===== src/inc/rx_sysif_pkg.sv =====
package rx_sysif_pkg;
	// register indices; byte address is four times the index
	localparam logic [9:0]  IDX_CTRL_TIMING = 10'h038;
	localparam logic [9:0]  IDX_BURST_BW    = 10'h03a;
	localparam logic [9:0]  IDX_STATUS      = 10'h03c;
	localparam logic [9:0]  IDX_IRQ_MASK    = 10'h03e;
	localparam logic [9:0]  IDX_MODE        = 10'h034;
	localparam int          ADDR_W          = 12;
	// field positions
	localparam int          GAP_LSB         = 8;
	localparam int          GAP_W           = 3;
	localparam int          XAD_LSB         = 4;
	localparam int          XAD_W           = 3;
	localparam int          PARP_BIT        = 3;
	localparam int          FLVI_BIT        = 2;
	localparam int          REORDER_BIT     = 1;
	localparam int          HEC_BIT         = 0;
	localparam int          MBL_LSB         = 8;
	localparam int          MBL_W           = 6;
	localparam int          LBL_LSB         = 0;
	localparam int          LBL_W           = 8;
	localparam int          CLKACT_BIT      = 0;
	localparam int          BUSMODE_LSB     = 0;
	localparam int          WIDTH_LSB       = 2;
	localparam int          LOOP_BIT        = 4;
	// writable bits and reset values
	localparam logic [15:0] CTRL_MASK       = 16'h077f;
	localparam logic [15:0] BURST_MASK      = 16'h3fff;
	localparam logic [15:0] STAT_MASK       = 16'h0001;
	localparam logic [15:0] MODE_MASK       = 16'h001f;
	localparam logic [15:0] REG_RESET       = 16'h0000;
	localparam logic [1:0]  RESP_OKAY       = 2'h0;
	localparam logic [1:0]  RESP_SLVERR     = 2'h2;
	typedef enum logic [1:0] {
		MODE_CELL_L2 = 2'h0,
		MODE_CELL_L3 = 2'h1,
		MODE_PKT_L2  = 2'h2,
		MODE_PKT_L3  = 2'h3
	} bus_mode_e;
	typedef enum logic [1:0] {
		WIDTH_8  = 2'h0,
		WIDTH_16 = 2'h1,
		WIDTH_32 = 2'h2
	} width_e;
endpackage


===== src/clk_activity_detect.sv =====
module clk_activity_detect (
	input  wire logic clk,
	input  wire logic arst_n,
	input  wire logic sense,
	output logic      edge_seen
);
	logic meta;
	logic stable;
	logic last;

	// two-flop synchroniser, then edge detect on the stable copy
	always_ff @(posedge clk or negedge arst_n) begin
		if (!arst_n) begin
			meta   <= 1'b0;
			stable <= 1'b0;
			last   <= 1'b0;
		end else begin
			meta   <= sense;
			stable <= meta;
			last   <= stable;
		end
	end

	assign edge_seen = stable & ~last;
endmodule


===== src/rx_sysif_ctrl.sv =====
module rx_sysif_ctrl (
	// clock and reset
	input  wire logic                              MCLK,
	input  wire logic                              ARST_N,
	// register bus
	input  wire logic [rx_sysif_pkg::ADDR_W-1:0]   S_AXI_AWADDR,
	input  wire logic                              S_AXI_AWVALID,
	output logic                                   S_AXI_AWREADY,
	input  wire logic [31:0]                       S_AXI_WDATA,
	input  wire logic [3:0]                        S_AXI_WSTRB,
	input  wire logic                              S_AXI_WVALID,
	output logic                                   S_AXI_WREADY,
	output logic [1:0]                             S_AXI_BRESP,
	output logic                                   S_AXI_BVALID,
	input  wire logic                              S_AXI_BREADY,
	input  wire logic [rx_sysif_pkg::ADDR_W-1:0]   S_AXI_ARADDR,
	input  wire logic                              S_AXI_ARVALID,
	output logic                                   S_AXI_ARREADY,
	output logic [31:0]                            S_AXI_RDATA,
	output logic [1:0]                             S_AXI_RRESP,
	output logic                                   S_AXI_RVALID,
	input  wire logic                              S_AXI_RREADY,
	output logic                                   IRQ,
	// receive fifo side
	input  wire logic [31:0]                       SRC_DATA,
	input  wire logic                              SRC_VALID,
	output logic                                   SRC_READY,
	input  wire logic                              SRC_EOP,
	input  wire logic                              SRC_HEC,
	input  wire logic                              SRC_EMPTY,
	input  wire logic                              SRC_AVAIL,
	input  wire logic                              SRC_POLL_AVAIL,
	input  wire logic                              SRC_ABOVE_AE,
	input  wire logic                              SRC_EOP_HELD,
	input  wire logic                              OTHER_PORT_READY,
	// link pins
	input  wire logic                              RX_SYS_CLOCK,
	input  wire logic                              RX_READ_EN_N,
	output logic [31:0]                            RX_DATA,
	output logic                                   RX_PARITY_OUT,
	output logic                                   RX_VALID,
	output logic                                   RX_START_OF_TRANSFER,
	output logic                                   RX_EOP,
	output logic                                   RX_DIRECT_AVAILABLE,
	output logic                                   RX_POLLED_AVAILABLE
);
	typedef enum logic [2:0] {
		ST_IDLE = 3'b001,
		ST_XFER = 3'b010,
		ST_GAP  = 3'b100
	} state_e;

	// registers
	logic [15:0] ctrl_timing;
	logic [15:0] burst_bw;
	logic [15:0] status;
	logic [15:0] irq_mask;
	logic [15:0] mode_reg;
	// bus slave state
	logic        aw_held;
	logic        w_held;
	logic [9:0]  aw_idx;
	logic [31:0] w_data;
	logic [3:0]  w_strb;
	// transfer state
	state_e      state;
	state_e      next_state;
	logic [2:0]  gap_cnt;
	logic [8:0]  burst_cnt;
	logic [7:0]  thr_cnt;
	logic [2:0]  empty_cnt;
	logic        empty_armed;
	logic        drop_hold;
	logic        avail;
	logic        ren_meta;
	logic        ren_sync;
	logic        clk_edge;

	function automatic logic [8:0] burst_limit(input logic [5:0] n, input logic [1:0] w);
		logic [5:0] m;
		m = (w == rx_sysif_pkg::WIDTH_32 && n == 6'h01) ? 6'h02 : n;
		unique case (w)
			rx_sysif_pkg::WIDTH_32: burst_limit = {3'h0, m} + 9'h001;
			rx_sysif_pkg::WIDTH_16: burst_limit = {2'h0, m, 1'b0} + 9'h002;
			default:                burst_limit = {1'b0, m, 2'h0} + 9'h004;
		endcase
	endfunction

	function automatic logic [7:0] bw_divisor(input logic [7:0] x, input logic [1:0] w);
		if (w == rx_sysif_pkg::WIDTH_32 && x < 8'h02) begin
			bw_divisor = 8'h02;
		end else if (x == 8'h00) begin
			bw_divisor = 8'h01;
		end else begin
			bw_divisor = x;
		end
	endfunction

	function automatic logic [31:0] lane_order(input logic [31:0] d, input logic [1:0] w,
		input logic keep);
		unique case (w)
			rx_sysif_pkg::WIDTH_32:
				lane_order = keep ? d : {d[7:0], d[15:8], d[23:16], d[31:24]};
			rx_sysif_pkg::WIDTH_16:
				lane_order = keep ? {16'h0000, d[15:0]} : {16'h0000, d[7:0], d[15:8]};
			default:
				lane_order = {24'h000000, d[7:0]};
		endcase
	endfunction

	function automatic logic [15:0] merge16(input logic [15:0] old, input logic [31:0] d,
		input logic [3:0] s, input logic [15:0] m);
		logic [15:0] v;
		v = old;
		if (s[0]) begin
			v[7:0] = d[7:0];
		end
		if (s[1]) begin
			v[15:8] = d[15:8];
		end
		merge16 = v & m;
	endfunction

	// field decode
	wire [2:0]  valid_min_gap        = ctrl_timing[rx_sysif_pkg::GAP_LSB +: rx_sysif_pkg::GAP_W];
	wire [2:0]  cell_avail_drop_time = ctrl_timing[rx_sysif_pkg::XAD_LSB +: rx_sysif_pkg::XAD_W];
	wire        rx_parity_polarity   = ctrl_timing[rx_sysif_pkg::PARP_BIT];
	wire        rx_fill_flag_invert  = ctrl_timing[rx_sysif_pkg::FLVI_BIT];
	wire        rx_byte_reorder_en   = ctrl_timing[rx_sysif_pkg::REORDER_BIT];
	wire        rx_hec_pass          = ctrl_timing[rx_sysif_pkg::HEC_BIT];
	wire [5:0]  rx_max_burst_len     = burst_bw[rx_sysif_pkg::MBL_LSB +: rx_sysif_pkg::MBL_W];
	wire [7:0]  loopback_bw_limit    = burst_bw[rx_sysif_pkg::LBL_LSB +: rx_sysif_pkg::LBL_W];
	wire [1:0]  bus_mode             = mode_reg[rx_sysif_pkg::BUSMODE_LSB +: 2];
	wire [1:0]  bus_width            = mode_reg[rx_sysif_pkg::WIDTH_LSB +: 2];
	wire        loopback_on          = mode_reg[rx_sysif_pkg::LOOP_BIT];
	wire        pkt_l3               = bus_mode == rx_sysif_pkg::MODE_PKT_L3;
	wire        cell_mode            = bus_mode == rx_sysif_pkg::MODE_CELL_L2
	                                 || bus_mode == rx_sysif_pkg::MODE_CELL_L3;
	wire [2:0]  gap_len              = pkt_l3 ? valid_min_gap : 3'h0;
	wire        burst_on             = pkt_l3 && rx_max_burst_len != 6'h00;
	wire [8:0]  burst_max            = burst_limit(rx_max_burst_len, bus_width);

	// bus decode
	wire        aw_take   = S_AXI_AWVALID && !aw_held;
	wire        w_take    = S_AXI_WVALID && !w_held;
	wire        wr_fire   = aw_held && w_held && !S_AXI_BVALID;
	wire        ar_take   = S_AXI_ARVALID && !S_AXI_RVALID;
	wire [9:0]  ar_idx    = S_AXI_ARADDR[rx_sysif_pkg::ADDR_W-1:2];
	wire        rd_status = ar_take && ar_idx == rx_sysif_pkg::IDX_STATUS;
	wire        wr_hit    = aw_idx == rx_sysif_pkg::IDX_CTRL_TIMING
	                     || aw_idx == rx_sysif_pkg::IDX_BURST_BW
	                     || aw_idx == rx_sysif_pkg::IDX_STATUS
	                     || aw_idx == rx_sysif_pkg::IDX_IRQ_MASK
	                     || aw_idx == rx_sysif_pkg::IDX_MODE;
	logic [15:0] rd_word;
	logic        rd_hit;
	always_comb begin
		rd_hit  = 1'b1;
		rd_word = 16'h0000;
		unique case (ar_idx)
			rx_sysif_pkg::IDX_CTRL_TIMING: rd_word = ctrl_timing;
			rx_sysif_pkg::IDX_BURST_BW:    rd_word = burst_bw;
			rx_sysif_pkg::IDX_STATUS:      rd_word = status;
			rx_sysif_pkg::IDX_IRQ_MASK:    rd_word = irq_mask;
			rx_sysif_pkg::IDX_MODE:        rd_word = mode_reg;
			default:                       rd_hit = 1'b0;
		endcase
	end

	assign S_AXI_AWREADY = !aw_held;
	assign S_AXI_WREADY  = !w_held;
	assign S_AXI_ARREADY = !S_AXI_RVALID;
	assign IRQ           = |(status & irq_mask);

	always_ff @(posedge MCLK or negedge ARST_N) begin
		if (!ARST_N) begin
			aw_held      <= 1'b0;
			w_held       <= 1'b0;
			aw_idx       <= 10'h000;
			w_data       <= 32'h00000000;
			w_strb       <= 4'h0;
			S_AXI_BVALID <= 1'b0;
			S_AXI_BRESP  <= rx_sysif_pkg::RESP_OKAY;
		end else begin
			if (aw_take) begin
				aw_held <= 1'b1;
				aw_idx  <= S_AXI_AWADDR[rx_sysif_pkg::ADDR_W-1:2];
			end
			if (w_take) begin
				w_held <= 1'b1;
				w_data <= S_AXI_WDATA;
				w_strb <= S_AXI_WSTRB;
			end
			if (wr_fire) begin
				aw_held      <= 1'b0;
				w_held       <= 1'b0;
				S_AXI_BVALID <= 1'b1;
				S_AXI_BRESP  <= wr_hit ? rx_sysif_pkg::RESP_OKAY : rx_sysif_pkg::RESP_SLVERR;
			end else if (S_AXI_BREADY) begin
				S_AXI_BVALID <= 1'b0;
			end
		end
	end

	always_ff @(posedge MCLK or negedge ARST_N) begin
		if (!ARST_N) begin
			S_AXI_RVALID <= 1'b0;
			S_AXI_RDATA  <= 32'h00000000;
			S_AXI_RRESP  <= rx_sysif_pkg::RESP_OKAY;
		end else if (ar_take) begin
			S_AXI_RVALID <= 1'b1;
			S_AXI_RDATA  <= {16'h0000, rd_word};
			S_AXI_RRESP  <= rd_hit ? rx_sysif_pkg::RESP_OKAY : rx_sysif_pkg::RESP_SLVERR;
		end else if (S_AXI_RREADY) begin
			S_AXI_RVALID <= 1'b0;
		end
	end

	// register writes
	always_ff @(posedge MCLK or negedge ARST_N) begin
		if (!ARST_N) begin
			ctrl_timing <= rx_sysif_pkg::REG_RESET;
			burst_bw    <= rx_sysif_pkg::REG_RESET;
			irq_mask    <= rx_sysif_pkg::REG_RESET;
			mode_reg    <= rx_sysif_pkg::REG_RESET;
		end else if (wr_fire) begin
			if (aw_idx == rx_sysif_pkg::IDX_CTRL_TIMING) begin
				ctrl_timing <= merge16(ctrl_timing, w_data, w_strb, rx_sysif_pkg::CTRL_MASK);
			end
			if (aw_idx == rx_sysif_pkg::IDX_BURST_BW) begin
				burst_bw <= merge16(burst_bw, w_data, w_strb, rx_sysif_pkg::BURST_MASK);
			end
			if (aw_idx == rx_sysif_pkg::IDX_IRQ_MASK) begin
				irq_mask <= merge16(irq_mask, w_data, w_strb, rx_sysif_pkg::STAT_MASK);
			end
			if (aw_idx == rx_sysif_pkg::IDX_MODE) begin
				mode_reg <= merge16(mode_reg, w_data, w_strb, rx_sysif_pkg::MODE_MASK);
			end
		end
	end

	// clock activity flag: set wins over clear-on-read
	clk_activity_detect u_clk_act (
		.clk       (MCLK),
		.arst_n    (ARST_N),
		.sense     (RX_SYS_CLOCK),
		.edge_seen (clk_edge)
	);

	always_ff @(posedge MCLK or negedge ARST_N) begin
		if (!ARST_N) begin
			status <= rx_sysif_pkg::REG_RESET;
		end else if (clk_edge) begin
			status[rx_sysif_pkg::CLKACT_BIT] <= 1'b1;
		end else if (rd_status) begin
			status <= rx_sysif_pkg::REG_RESET;
		end
	end

	// read enable from the link passes two flops
	always_ff @(posedge MCLK or negedge ARST_N) begin
		if (!ARST_N) begin
			ren_meta <= 1'b0;
			ren_sync <= 1'b0;
		end else begin
			ren_meta <= ~RX_READ_EN_N;
			ren_sync <= ren_meta;
		end
	end

	// transfer control
	wire hec_drop   = cell_mode && SRC_HEC && !rx_hec_pass;
	wire thr_ok     = !loopback_on || thr_cnt == 8'h00;
	wire can_move   = SRC_VALID && ren_sync && thr_ok;
	wire start_ok   = state == ST_IDLE && can_move && gap_cnt == 3'h0;
	wire in_xfer    = state == ST_XFER && can_move;
	wire take       = start_ok || in_xfer;
	wire emit       = take && !hec_drop;
	wire burst_hit  = burst_on && burst_cnt + 9'h001 >= burst_max;
	wire keep_going = !OTHER_PORT_READY && (SRC_ABOVE_AE || SRC_EOP_HELD);
	wire end_burst  = in_xfer && burst_hit && !keep_going;
	wire end_pkt    = in_xfer && SRC_EOP && (OTHER_PORT_READY || gap_len != 3'h0);
	wire leave      = end_burst || end_pkt;

	assign SRC_READY = take;

	always_comb begin
		next_state = state;
		unique case (state)
			ST_IDLE: begin
				if (start_ok) begin
					next_state = ST_XFER;
				end
			end
			ST_XFER: begin
				if (leave) begin
					next_state = gap_len != 3'h0 ? ST_GAP : ST_IDLE;
				end
			end
			ST_GAP: begin
				if (gap_cnt == 3'h1) begin
					next_state = ST_IDLE;
				end
			end
			default: next_state = ST_IDLE;
		endcase
	end

	always_ff @(posedge MCLK or negedge ARST_N) begin
		if (!ARST_N) begin
			state     <= ST_IDLE;
			gap_cnt   <= 3'h0;
			burst_cnt <= 9'h000;
			thr_cnt   <= 8'h00;
		end else begin
			state <= next_state;
			if (leave) begin
				gap_cnt <= gap_len;
			end else if (gap_cnt != 3'h0) begin
				gap_cnt <= gap_cnt - 3'h1;
			end
			if (start_ok) begin
				burst_cnt <= 9'h001;
			end else if (in_xfer && burst_hit) begin
				burst_cnt <= 9'h000;
			end else if (in_xfer) begin
				burst_cnt <= burst_cnt + 9'h001;
			end
			if (take && loopback_on) begin
				thr_cnt <= bw_divisor(loopback_bw_limit, bus_width) - 8'h01;
			end else if (thr_cnt != 8'h00) begin
				thr_cnt <= thr_cnt - 8'h01;
			end
		end
	end

	// output word
	wire [31:0] out_word = lane_order(SRC_DATA, bus_width, rx_byte_reorder_en);
	wire        out_par  = rx_parity_polarity ? ^out_word : ~^out_word;

	always_ff @(posedge MCLK or negedge ARST_N) begin
		if (!ARST_N) begin
			RX_DATA              <= 32'h00000000;
			RX_PARITY_OUT        <= 1'b1;
			RX_VALID             <= 1'b0;
			RX_START_OF_TRANSFER <= 1'b0;
			RX_EOP               <= 1'b0;
		end else begin
			RX_VALID             <= emit;
			RX_START_OF_TRANSFER <= emit && start_ok;
			RX_EOP               <= emit && SRC_EOP;
			if (emit) begin
				RX_DATA       <= out_word;
				RX_PARITY_OUT <= out_par;
			end
		end
	end

	// cell available drop timing
	wire l2_default = bus_mode == rx_sysif_pkg::MODE_CELL_L2 && emit && SRC_EOP;
	wire l3_default = bus_mode == rx_sysif_pkg::MODE_CELL_L3 && emit && start_ok;
	wire counted    = empty_armed && emit && empty_cnt <= 3'h1;
	wire drop_evt   = cell_mode && (cell_avail_drop_time == 3'h0
	                ? (l2_default || l3_default) : counted);

	always_ff @(posedge MCLK or negedge ARST_N) begin
		if (!ARST_N) begin
			empty_armed <= 1'b0;
			empty_cnt   <= 3'h0;
			drop_hold   <= 1'b0;
			avail       <= 1'b0;
		end else begin
			if (SRC_EMPTY && !empty_armed) begin
				empty_armed <= 1'b1;
				empty_cnt   <= cell_avail_drop_time;
			end else if (counted || !SRC_EMPTY) begin
				empty_armed <= 1'b0;
			end else if (empty_armed && emit) begin
				empty_cnt <= empty_cnt - 3'h1;
			end
			if (drop_evt) begin
				drop_hold <= 1'b1;
			end else if (!SRC_AVAIL) begin
				drop_hold <= 1'b0;
			end
			avail <= SRC_AVAIL && !(drop_evt && !l2_default) && !(cell_mode && drop_hold);
		end
	end

	assign RX_DIRECT_AVAILABLE = avail ^ rx_fill_flag_invert;
	assign RX_POLLED_AVAILABLE = SRC_POLL_AVAIL ^ rx_fill_flag_invert;
endmodule


===== config.mk =====
export PLATFORM = sky130hd
export DESIGN_NAME = rx_sysif_ctrl
export DESIGN_NICKNAME = d
export VERILOG_FILES = /design/src/inc/rx_sysif_pkg.sv /design/src/clk_activity_detect.sv /design/src/rx_sysif_ctrl.sv
export SDC_FILE = /design/constraint.sdc
export NUM_CORES = 1
export LEC_CHECK = 0
export ABC_AREA = 0
export BUFFER_PORTS_ARGS = -buffer_cell sky130_fd_sc_hd__clkbuf_2
export CAP_MARGIN = 20
export CORE_AREA = 2 2 176 195
export DETAILED_ROUTE_END_ITERATION = 10
export DIE_AREA = 0 0 178 197
export GPL_TIMING_DRIVEN = 0
export PLACE_DENSITY = 0.43
export SLEW_MARGIN = 25
export SYNTH_ARGS = -nofsm -noshare
export SYNTH_HDL_FRONTEND = slang
export SYNTH_SLANG_ARGS = --single-unit

===== constraint.sdc =====
create_clock -name MCLK -period 4 [get_ports MCLK]
set_input_delay 1.2 -clock MCLK [delete_from_list [all_inputs] [get_ports MCLK]]
set_output_delay 1.2 -clock MCLK [all_outputs]
set_load 0.03 [all_outputs]

; ---- Word level (Yosys, flattened, before mapping)
; Index checks and enable logic that the tools add are counted.
[op_classes]
bitwise_logic = 6
magnitude_cmp = 3
addsub = 8
eq_ne = 24
reduce_logical = 95
n_mux = 44
[ops]
columns = cell, n
row1 = $eq 10x6->1 const B, 10
row2 = $pmux 14 s5, 1
row3 = $pmux 32 s2, 1
row4 = $mux 8, 5
row5 = $logic_and 1x1->1, 38
row6 = $mux 32, 1
row7 = $reduce_xnor 32->1, 1
row8 = $reduce_xor 32->1, 1
row9 = $mux 3, 10
row10 = $mux 9, 3
row11 = $reduce_and 3->1, 7
row12 = $pmux 9 s2, 1
row13 = $reduce_bool 2->1, 9
row14 = $mux 1, 17
row15 = $logic_not 8->1, 2
row16 = $mux 16, 1
row17 = $reduce_or 16->1, 1
row18 = $sub 8x1->8 const B, 2
row19 = $logic_not 1->1, 14
row20 = $logic_or 1x1->1, 12
row21 = $add 8x3->9 const B, 1
row22 = $add 9x1->9 const B, 1
row23 = $ge 9x9->1, 1
row24 = $pmux 3 s3, 1
row25 = 25 further kinds, 39
[word_totals]
regBits = 151
in_bits = 110
out_inout_bits = 81
wordCells = 215

; ---- Depth between registers and ports, before layout
; Gate-level depths: netlist (run 1).
[logic_depth]
ltp_word = 16
depth_mapped = 19
ltp_nobuf = 15

; ---- Hierarchy
; A second synthesis (run 1) with hierarchy kept.
[unflattened]
hier_cells = 812
hier_area_um2 = 8042.7
[by_module_without_submodules]
columns = mod, area_per_inst_um2, seq_area_each_um2, cells_each, instances
row1 = rx_sysif_ctrl, 7953.9, 3606.0, 808, 1
row2 = clk_activity_detect, 88.8, 75.1, 4, 1

; ---- Least setup slack after synthesis (run 1)
; No wires, ideal clock.
[synth_path]
path_kind = register to register
from = register mode_reg[2]
to = register burst_cnt[6]
required_ns = 3.913
path_buffers = 5
arrival_ns = 3.721
period_less_slack_ns = 3.808
setup_ns = 0.087
stages_incl_launch_ff = 19
slack_ns = 0.192
cell_sequence = dfrtp_1 > inv_1 > ha_1 > buf_2 > clkbuf_1 > nand2b_1 > clkbuf_1 > clkbuf_1 > a21oi_1 > ha_1 > nand2b_1 > a21o_1 > a21o_1 > a21o_1 > a211oi_1 > o21a_1 > clkbuf_1 > o211ai_1 > a22oi_1
[synth_via]
elab_chain_len = 10
word_cells_on_any_way = 14
cone_classes = add/sub: 3 / order compare: 1 / eq/ne: 2 / mux: 4 / reduce/logical: 4
[synth_rtl]
columns = item, line_no
row1 = "start, declared", rx_sysif_ctrl.sv:58  ; logic [15:0] mode_reg;
row2 = "start signal, assigned", rx_sysif_ctrl.sv:225  ; mode_reg <= rx_sysif_pkg::REG_RESET;
row3 = "start signal, assigned", rx_sysif_ctrl.sv:237  ; mode_reg <= merge16(mode_reg, w_data, w_strb, rx_sysif_pkg::MODE_MASK);
row4 = $eq 2x2->1, "rx_sysif_ctrl.sv:81, rx_sysif_ctrl.sv:82"
row5 = $logic_and 1x1->1, rx_sysif_ctrl.sv:81  ; m = (w == rx_sysif_pkg::WIDTH_32 && n == 6'h01) ? 6'h02 : n;
row6 = $mux 6, rx_sysif_ctrl.sv:81
row7 = $add 8x3->9 (tied with other cells), rx_sysif_ctrl.sv:85  ; default: burst_limit = {1'b0, m, 2'h0} + 9'h004;
row8 = $pmux 9 s2 (*), rx_sysif_ctrl.sv:82  ; unique case (w)
row9 = $ge 9x9->1 (*), rx_sysif_ctrl.sv:279  ; wire burst_hit = burst_on && burst_cnt + 9'h001 >= burst_max;
row10 = $logic_and 1x1->1 (*), rx_sysif_ctrl.sv:279
row11 = $logic_and 1x1->1 (*), rx_sysif_ctrl.sv:324  ; end else if (in_xfer && burst_hit) begin
row12 = $mux 9, rx_sysif_ctrl.sv:324
row13 = $mux 9, rx_sysif_ctrl.sv:322  ; if (start_ok) begin
row14 = "end signal, assigned", rx_sysif_ctrl.sv:327  ; burst_cnt <= burst_cnt + 9'h001;
row15 = "end, declared", rx_sysif_ctrl.sv:69  ; logic [8:0] burst_cnt;
; Mark *: on every way between the ends. The rest lies on a longest branch, timed or not.
; A chain may end at the register's enable or synchronous reset.

; ---- Worst setup path after layout (run 1)
[layout_path]
from = input SRC_VALID
to = output SRC_READY
[layout_via]
elab_chain_len = 5
word_cells_on_any_way = 6
cone_classes = reduce/logical: 6
[layout_rtl]
columns = item, line_no
row1 = "start, declared", rx_sysif_ctrl.sv:26  ; input wire logic SRC_VALID,
row2 = $logic_and 1x1->1 (*) (2 in a row), rx_sysif_ctrl.sv:274  ; wire can_move = SRC_VALID && ren_sync && thr_ok;
row3 = $logic_and 1x1->1 (2 in a row), rx_sysif_ctrl.sv:275  ; wire start_ok = state == ST_IDLE && can_move && gap_cnt == 3'h0;
row4 = $logic_or 1x1->1 (*), rx_sysif_ctrl.sv:277  ; wire take = start_ok || in_xfer;
row5 = "end, declared", rx_sysif_ctrl.sv:27  ; output logic SRC_READY,
; Marked as above.

==> results of run 1 <==
==> layout make-up <==
| cell class | count | area (um^2) |
|---|---|---|
| diodes | 1 | 2.50 |
| plain buffers | 55 | 313 |
| clock buffers | 17 | 425 |
| clock inverters | 15 | 191 |
| fillers | 3534 | 22800 |
| inverters | 30 | 113 |
| multi-input cells | 600 | 4160 |
| flip-flops and latches | 147 | 3680 |
| well taps | 432 | 541 |
| repair buffers | 149 | 805 |
==> kinds of logic after synthesis <==
| logic type | count (synthesis) |
|---|---|
| buf+inv | 89 |
| mux | 84 |
| flops | 147 |
| fa+ha+maj | 21 |
| xor+xnor | 51 |
| other cells | 1 |
| simple gates | 220 |
| compound gates | 203 |
==> cells in the final DEF (no fill, tap or decap), types with 5 or more instances in the layout <==
cell type and n:
xor2_1 28, nand3_1 23, dfrtp_1 145, nand2_1 82, buf_2 8, o31ai_1 18
xnor2_1 20, conb_1 20, mux2_2 53, ha_1 21, o211ai_1 12, clkbuf_1 19
inv_8 6, o21ai_0 50, nor2_1 60, nand2b_1 9, clkbuf_2 146, nor2b_1 8
a22o_1 7, a222oi_1 6, a21oi_1 38, o21a_1 5, clkbuf_16 17, a21o_1 6
inv_1 30, nor3_1 9, mux2i_1 30, buf_4 24, a22oi_1 29
==> routing by layer <==
metal,GRT usage (%),up-vias,part of all wire [%]
met4,4.13,0,1.5
met3,3.67,19,7.4
met2,23.1,232,44
li1,-,3237,-
met5,0,-,0
met1,19.9,3164,47
==> report_power, final <==
part / switching [mW] / total, mW / internal, mW
Combinational: 0.866 / 1.49 / 0.620
Sequential: 0.259 / 2.06 / 1.80
Clock: 0.756 / 1.71 / 0.955
Total: 1.88 / 5.25 / 3.37
==> stage by stage <==
| stage | instances | power [mW] | utilization [%] | area, um^2 |
|---|---|---|---|---|
| after floorplan | 835 | 3.02 | - | 8230 |
| after global placement | 1412 | 3.49 | 28.8 | 9500 |
| after detailed placement | 1414 | 3.51 | 29.0 | 9570 |
| after CTS | 1442 | 5.24 | 30.8 | 10200 |
| after global routing | 1445 | 5.60 | 31.0 | 10200 |
| final | 1446 | 5.25 | 31.0 | 10200 |
==> final timing paths <==
kind	start	endpoint	slack, ns	depth (start not counted)
max	SRC_VALID	SRC_READY	0.19	6
min	ren_meta	ren_sync	0.35	0
max reg2reg	mode_reg[2]	gap_cnt[2]	0.19	16
min reg2reg	ren_meta	ren_sync	0.35	0
max in group asynchronous	ARST_N	state[0]	2.38	3
min in group asynchronous	ARST_N	RX_DATA[26]	0.65	1
==> worst register-to-register path: cells and delay by family (launching register included) <==
kind            cells  cell delay [ns]
compound gates      6             1.21
fa+ha+maj           2             0.54
buf+inv             4             0.76
flops               1             0.42
mux                 1             0.13
simple gates        3             0.66
==> what timing repair did <==
item                       4_1_cts  5_1_grt
buffers inserted                 0        2
pin swaps                        0        1
setup endpoints to repair       15       14
gates resized for setup          3        7
cloned                           0        1
==> qor.yml, run 1 <==
run_status:
  status: "finished clean"
global_routing:
  grt_max_degree: 69
  grt_overflow: 0
  grt_pass1_wl_um: 39400
  grt_usage_pct: 14.7
  first_global_vias: 6842
  antenna_found_initial: 1
timing:
  max_freq_mhz: 262
  setup_viol: 0
  fin_setup_tns_ns: 0
  tightestPinTransition_ns: 0.824
  drv_slew: 0
  post-route-period-util_pct: 95.3
  setup_ws_ns: 0.186
  slew_headroom_pct: 44.7
  fin_hold_ws_ns: 0.348
  clock_skew_ns: 0.0151
  period_needed_ns: 3.81
  hold_viol_final: 0
placement:
  pre_cts_ws_ns: -0.971
  place.gp.congestion: 0.832
  portBuffers: 145
  dpl.hpwl_um: 19100
clock_network:
  clk_latency_ns: 0.43
  clk_pin_slew_ns: 0.06
  cts_max_level: 4
  tritoncts: "done"
  cts_max_path_buffers: 2
  cts_buffers: 17
  root_buffer: "clkbuf_16"
  clock_sink_count: 147
  cts_hold_buf: 0
worst_setup_path:
  critPathMostFrequentCell: "clkbuf_2"
  cp.arrival_ns: 2.61
  cp_cell_sequence: "clkbuf_2 > nand2_1 > a211oi_2 > nor2_1 > inv_1 > clkbuf_2"
  cpPeakStageDelay_ns: 0.53
  worst-path-buf-inv: 3
  worstPathMaxFanout: 9
  criticalPathCategory: "in2out"
  worstSetupStartpointType: "input port"
  end_kind: "output port"
  cpMaxStageDelayCell: "a211oi_2"
  required_ns: 2.80
  critPathTopFamily: "compound AO/OA/AOI/OAI gates"
final_layout:
  largest-register: "RX_DATA"
  syn_to_final_growth_pct: 25.4
  largest_reg_flops: 32
  nNetsFinal: 1131
  layout-drive-gt1-share_pct: 28.5
floorplanning:
  fp.dieW_um: 178
  ioPinCount: 191
  num_rows: 70
  die-area_um2: 35100
  initial_utilization_pct: 24.7
  die_h_um: 197
  core_um2: 33000
logic_synthesis:
  synth_simple_gate_area_share_pct: 12.5
  syn_inst: 816
  synthDistinctLibCells: 64
  postSynthAreaPerCell_um2: 10.0
  synth_edf_count: 0
  yosysTopAreaCellShare_pct: 44.5
  synth-warning-count: 0
  yosysTopAreaCell: "dfrtp_1"
  synth_area_leaders: "dfrtp_1 (44%), mux2_2 (7.3%), nand2_1 (3.8%)"
  ys_seq_elements: 147
  async_flop_share_pct: 100
  synth_top_family_by_area: "compound AO/OA/AOI/OAI gates"
  synth_xor_area_share_pct: 5.98
  syn_area_um2: 8160
  ys.flop_type: "dfrtp_1"
  ys_top_cells_by_count: "dfrtp_1 (145), nand2_1 (82), nor2_1 (60)"
  synth_seq_area_share_pct: 45.1
  yosysMostFrequentCell: "dfrtp_1"
  synth_compound_area_share_pct: 16.6
  muxShareOfSynthArea_pct: 11.3
  synthAdderAreaFrac_pct: 3.22
drt:
  ant_nets: 0
  routed_via_density: 4.60
  drcViolationCount: 0
  drtIter0Drc: 387
  vias: 6652
  drt_wl_total_um: 25300
  drt-wirelength-per-cell_um: 17.5
  firstDrtPassIters: 5
pwr:
  leakage_nw: 4.61
  peakVddDrop_mv: 0.288
  cellPowerDensity_nw_per_um2: 513
min_path:
  hold_path_class: "reg2reg"
flow_run:
  max-cap-violations: 0
Power figures use the tool's default switching activity.
==> run 2: changes to the inputs <==
--- a/config.mk
+++ b/config.mk
@@ -9,6 +9,7 @@
 export BUFFER_PORTS_ARGS = -buffer_cell sky130_fd_sc_hd__clkbuf_2
 export CAP_MARGIN = 20
 export CORE_AREA = 2 2 176 195
+export CTS_BUF_LIST = sky130_fd_sc_hd__clkbuf_4 sky130_fd_sc_hd__clkbuf_8
 export DETAILED_ROUTE_END_ITERATION = 10
 export DIE_AREA = 0 0 178 197
 export GPL_TIMING_DRIVEN = 0
==> run 2 against run 1 <==
Compared with the run above:
- final cell count unchanged
- via count rose by 0.21%
- maximum frequency grew 1.0%
- worst setup slack gained 0.040 ns
- non-clock buffer count unchanged
- utilization down 0.56 points
- sequential power about the same
- clock power fell by 25%
- die area did not move
- register-to-register slack gained 0.04 ns
- largest cell class unchanged
==> qor.yml, run 2 (synthesis results as in run 1) <==
run_status:
  status: "finished clean"
worst_setup_path:
  worstSetupStartpointType: "flop"
  required_ns: 4.34
  cp_cell_sequence: "inv_1 > ha_1 > clkbuf_4 > nand2b_2 > clkbuf_2 > a21oi_1 > ha_1 > nand2b_1 > a21o_1 > a21o_1 > a21o_1 > a211oi_2 > o21ai_2 > and2_0 > clkbuf_2 > mux2i_1"
  criticalPathCategory: "reg2reg"
  critPathMostFrequentCell: "a21o_1"
  worst-path-buf-inv: 4
  cpMaxStageDelayCell: "dfrtp_1"
  end_kind: "flop"
  cp.arrival_ns: 4.11
  worstPathMaxFanout: 18
  cpPeakStageDelay_ns: 0.42
  critPathTopFamily: "compound AO/OA/AOI/OAI gates"
final_layout:
  largest-register: "RX_DATA"
  layout_common_cells: "clkbuf_2 (146), dfrtp_1 (145), nand2_1 (82)"
  final_common_cell: "clkbuf_2"
  layout-drive-gt1-share_pct: 28.5
  largest_reg_flops: 32
  syn_to_final_growth_pct: 23.1
  nNetsFinal: 1131
pwr:
  p_int_mw: 3.00
  p_sw_share_pct: 37.9
  cellPowerDensity_nw_per_um2: 481
  pwr-share-comb_pct: 30.8
  peakVddDrop_mv: 0.213
  power_frac_seq_pct: 42.5
  switchingPower_mw: 1.83
  pwr-share-clk_pct: 26.7
  leakage_nw: 4.52
  total_power_mw: 4.84
floorplanning:
  fp.dieW_um: 178
  die-area_um2: 35100
  initial_utilization_pct: 24.7
  num_rows: 70
  ioPinCount: 191
  core_um2: 33000
  die_h_um: 197
timing:
  drv_slew: 0
  setup_viol: 0
  grt_setup_unrepaired: "no"
  clock_skew_ns: 0.0223
  slew_headroom_pct: 44.1
  period_needed_ns: 3.77
  max_freq_mhz: 265
  post-route-period-util_pct: 94.4
  setup_ws_ns: 0.226
  tightestPinTransition_ns: 0.832
  hold_viol_final: 0
drt:
  firstDrtPassIters: 4
  drt_wl_total_um: 25200
  drt-wirelength-per-cell_um: 17.4
  routed_via_density: 4.61
  ant_nets: 0
  vias: 6666
  drtIter0Drc: 382
  drcViolationCount: 0
global_routing:
  grt_usage_pct: 14.6
  grt_overflow: 0
  antenna_found_initial: 1
  grt_max_degree: 69
  first_global_vias: 6812
  grt_pass1_wl_um: 39200
clock_network:
  clock_sink_count: 147
  cts_hold_buf: 0
  root_buffer: "clkbuf_8"
  cts_buffers: 17
  cts_max_path_buffers: 2
  clk_pin_slew_ns: 0.09
  tritoncts: "done"
  cts_max_level: 4
  clk_latency_ns: 0.46
placement:
  place.gp.congestion: 0.832
  dpl.hpwl_um: 19100
  portBuffers: 145
  pre_cts_ws_ns: -0.971
flow_run:
  max-cap-violations: 0
min_path:
  hold_path_class: "reg2reg"
## run 2: changes by cell type in the layout (fill, tap and decap cells not counted)
cell,change
a211oi_2,-1
a211oi_4,+1
clkbuf_16,-17
clkbuf_8,+17
## run 2: layer usage
metal	GRT usage (%)	wire, um	up-vias
met4	4.22	380	0
met3	3.55	1600	18
met5	0	0	-
met2	22.8	11200	211
met1	19.9	11900	3202
li1	-	-	3235
## run 2: power by group through the flow
stage                     Combinational [mW]  Sequential [mW]  Clock, mW
after floorplan                        0.908             2.12          0
after global routing                    1.66             2.11       1.40
after CTS                               1.42             2.06       1.34
after detailed placement                1.43             2.09          0
after global placement                  1.40             2.09          0
final                                   1.49             2.05       1.29
## run 2: final cells by class
type	instances	area [um^2]
Antenna cell	1	2.50
Sequential cell	147	3680
Inverter	30	113
Buffer	55	313
Fill cell	3549	23000
Tap cell	432	541
Clock inverter	15	191
Timing Repair Buffer	149	805
Multi-Input combinational cell	600	4170
Clock buffer	17	234
## run 2: worst register-to-register path, delay by kind of cell, from the launching register on
family,cells,cell delay [ns]
flip-flops,1,0.42
buffers and inverters,4,0.74
AO/OA/AOI/OAI,6,1.21
AND/OR/NAND/NOR,3,0.65
adder cells (fa/ha/maj),2,0.54
multiplexers,1,0.13
## run 2: through the flow
step	std cells	util [%]	hold slack, ns	setup TNS (ns)	cell area, um^2
finish	1446	30.4	0.353	0	10000
global route	1445	30.4	0.372	0	10000
CTS	1442	30.2	0.357	0	9980
detailed placement	1414	29.0	0.338	-12.04	9570
global placement	1412	28.8	0.334	-180.92	9500
floorplan	835	-	0.331	0	8230
## run 2: worst paths after layout
check | start | end | slack, ns | cells past startpoint
setup / recovery | mode_reg[2] | gap_cnt[2] | 0.23 | 16
hold / removal | ren_meta | ren_sync | 0.35 | 0
setup reg to reg | mode_reg[2] | gap_cnt[2] | 0.23 | 16
hold reg to reg | ren_meta | ren_sync | 0.35 | 0
max in group asynchronous | ARST_N | state[0] | 2.39 | 3
min in group asynchronous | ARST_N | RX_DATA[26] | 0.62 | 1
## run 2: repair_timing
item | in CTS | in global routing
resized for setup | 3 | 8
buffers inserted | 0 | 2
setup endpoints to repair | 15 | 14
gates cloned | 0 | 1
pin swaps | 0 | 1
hold endpoints to repair | 0 | 0
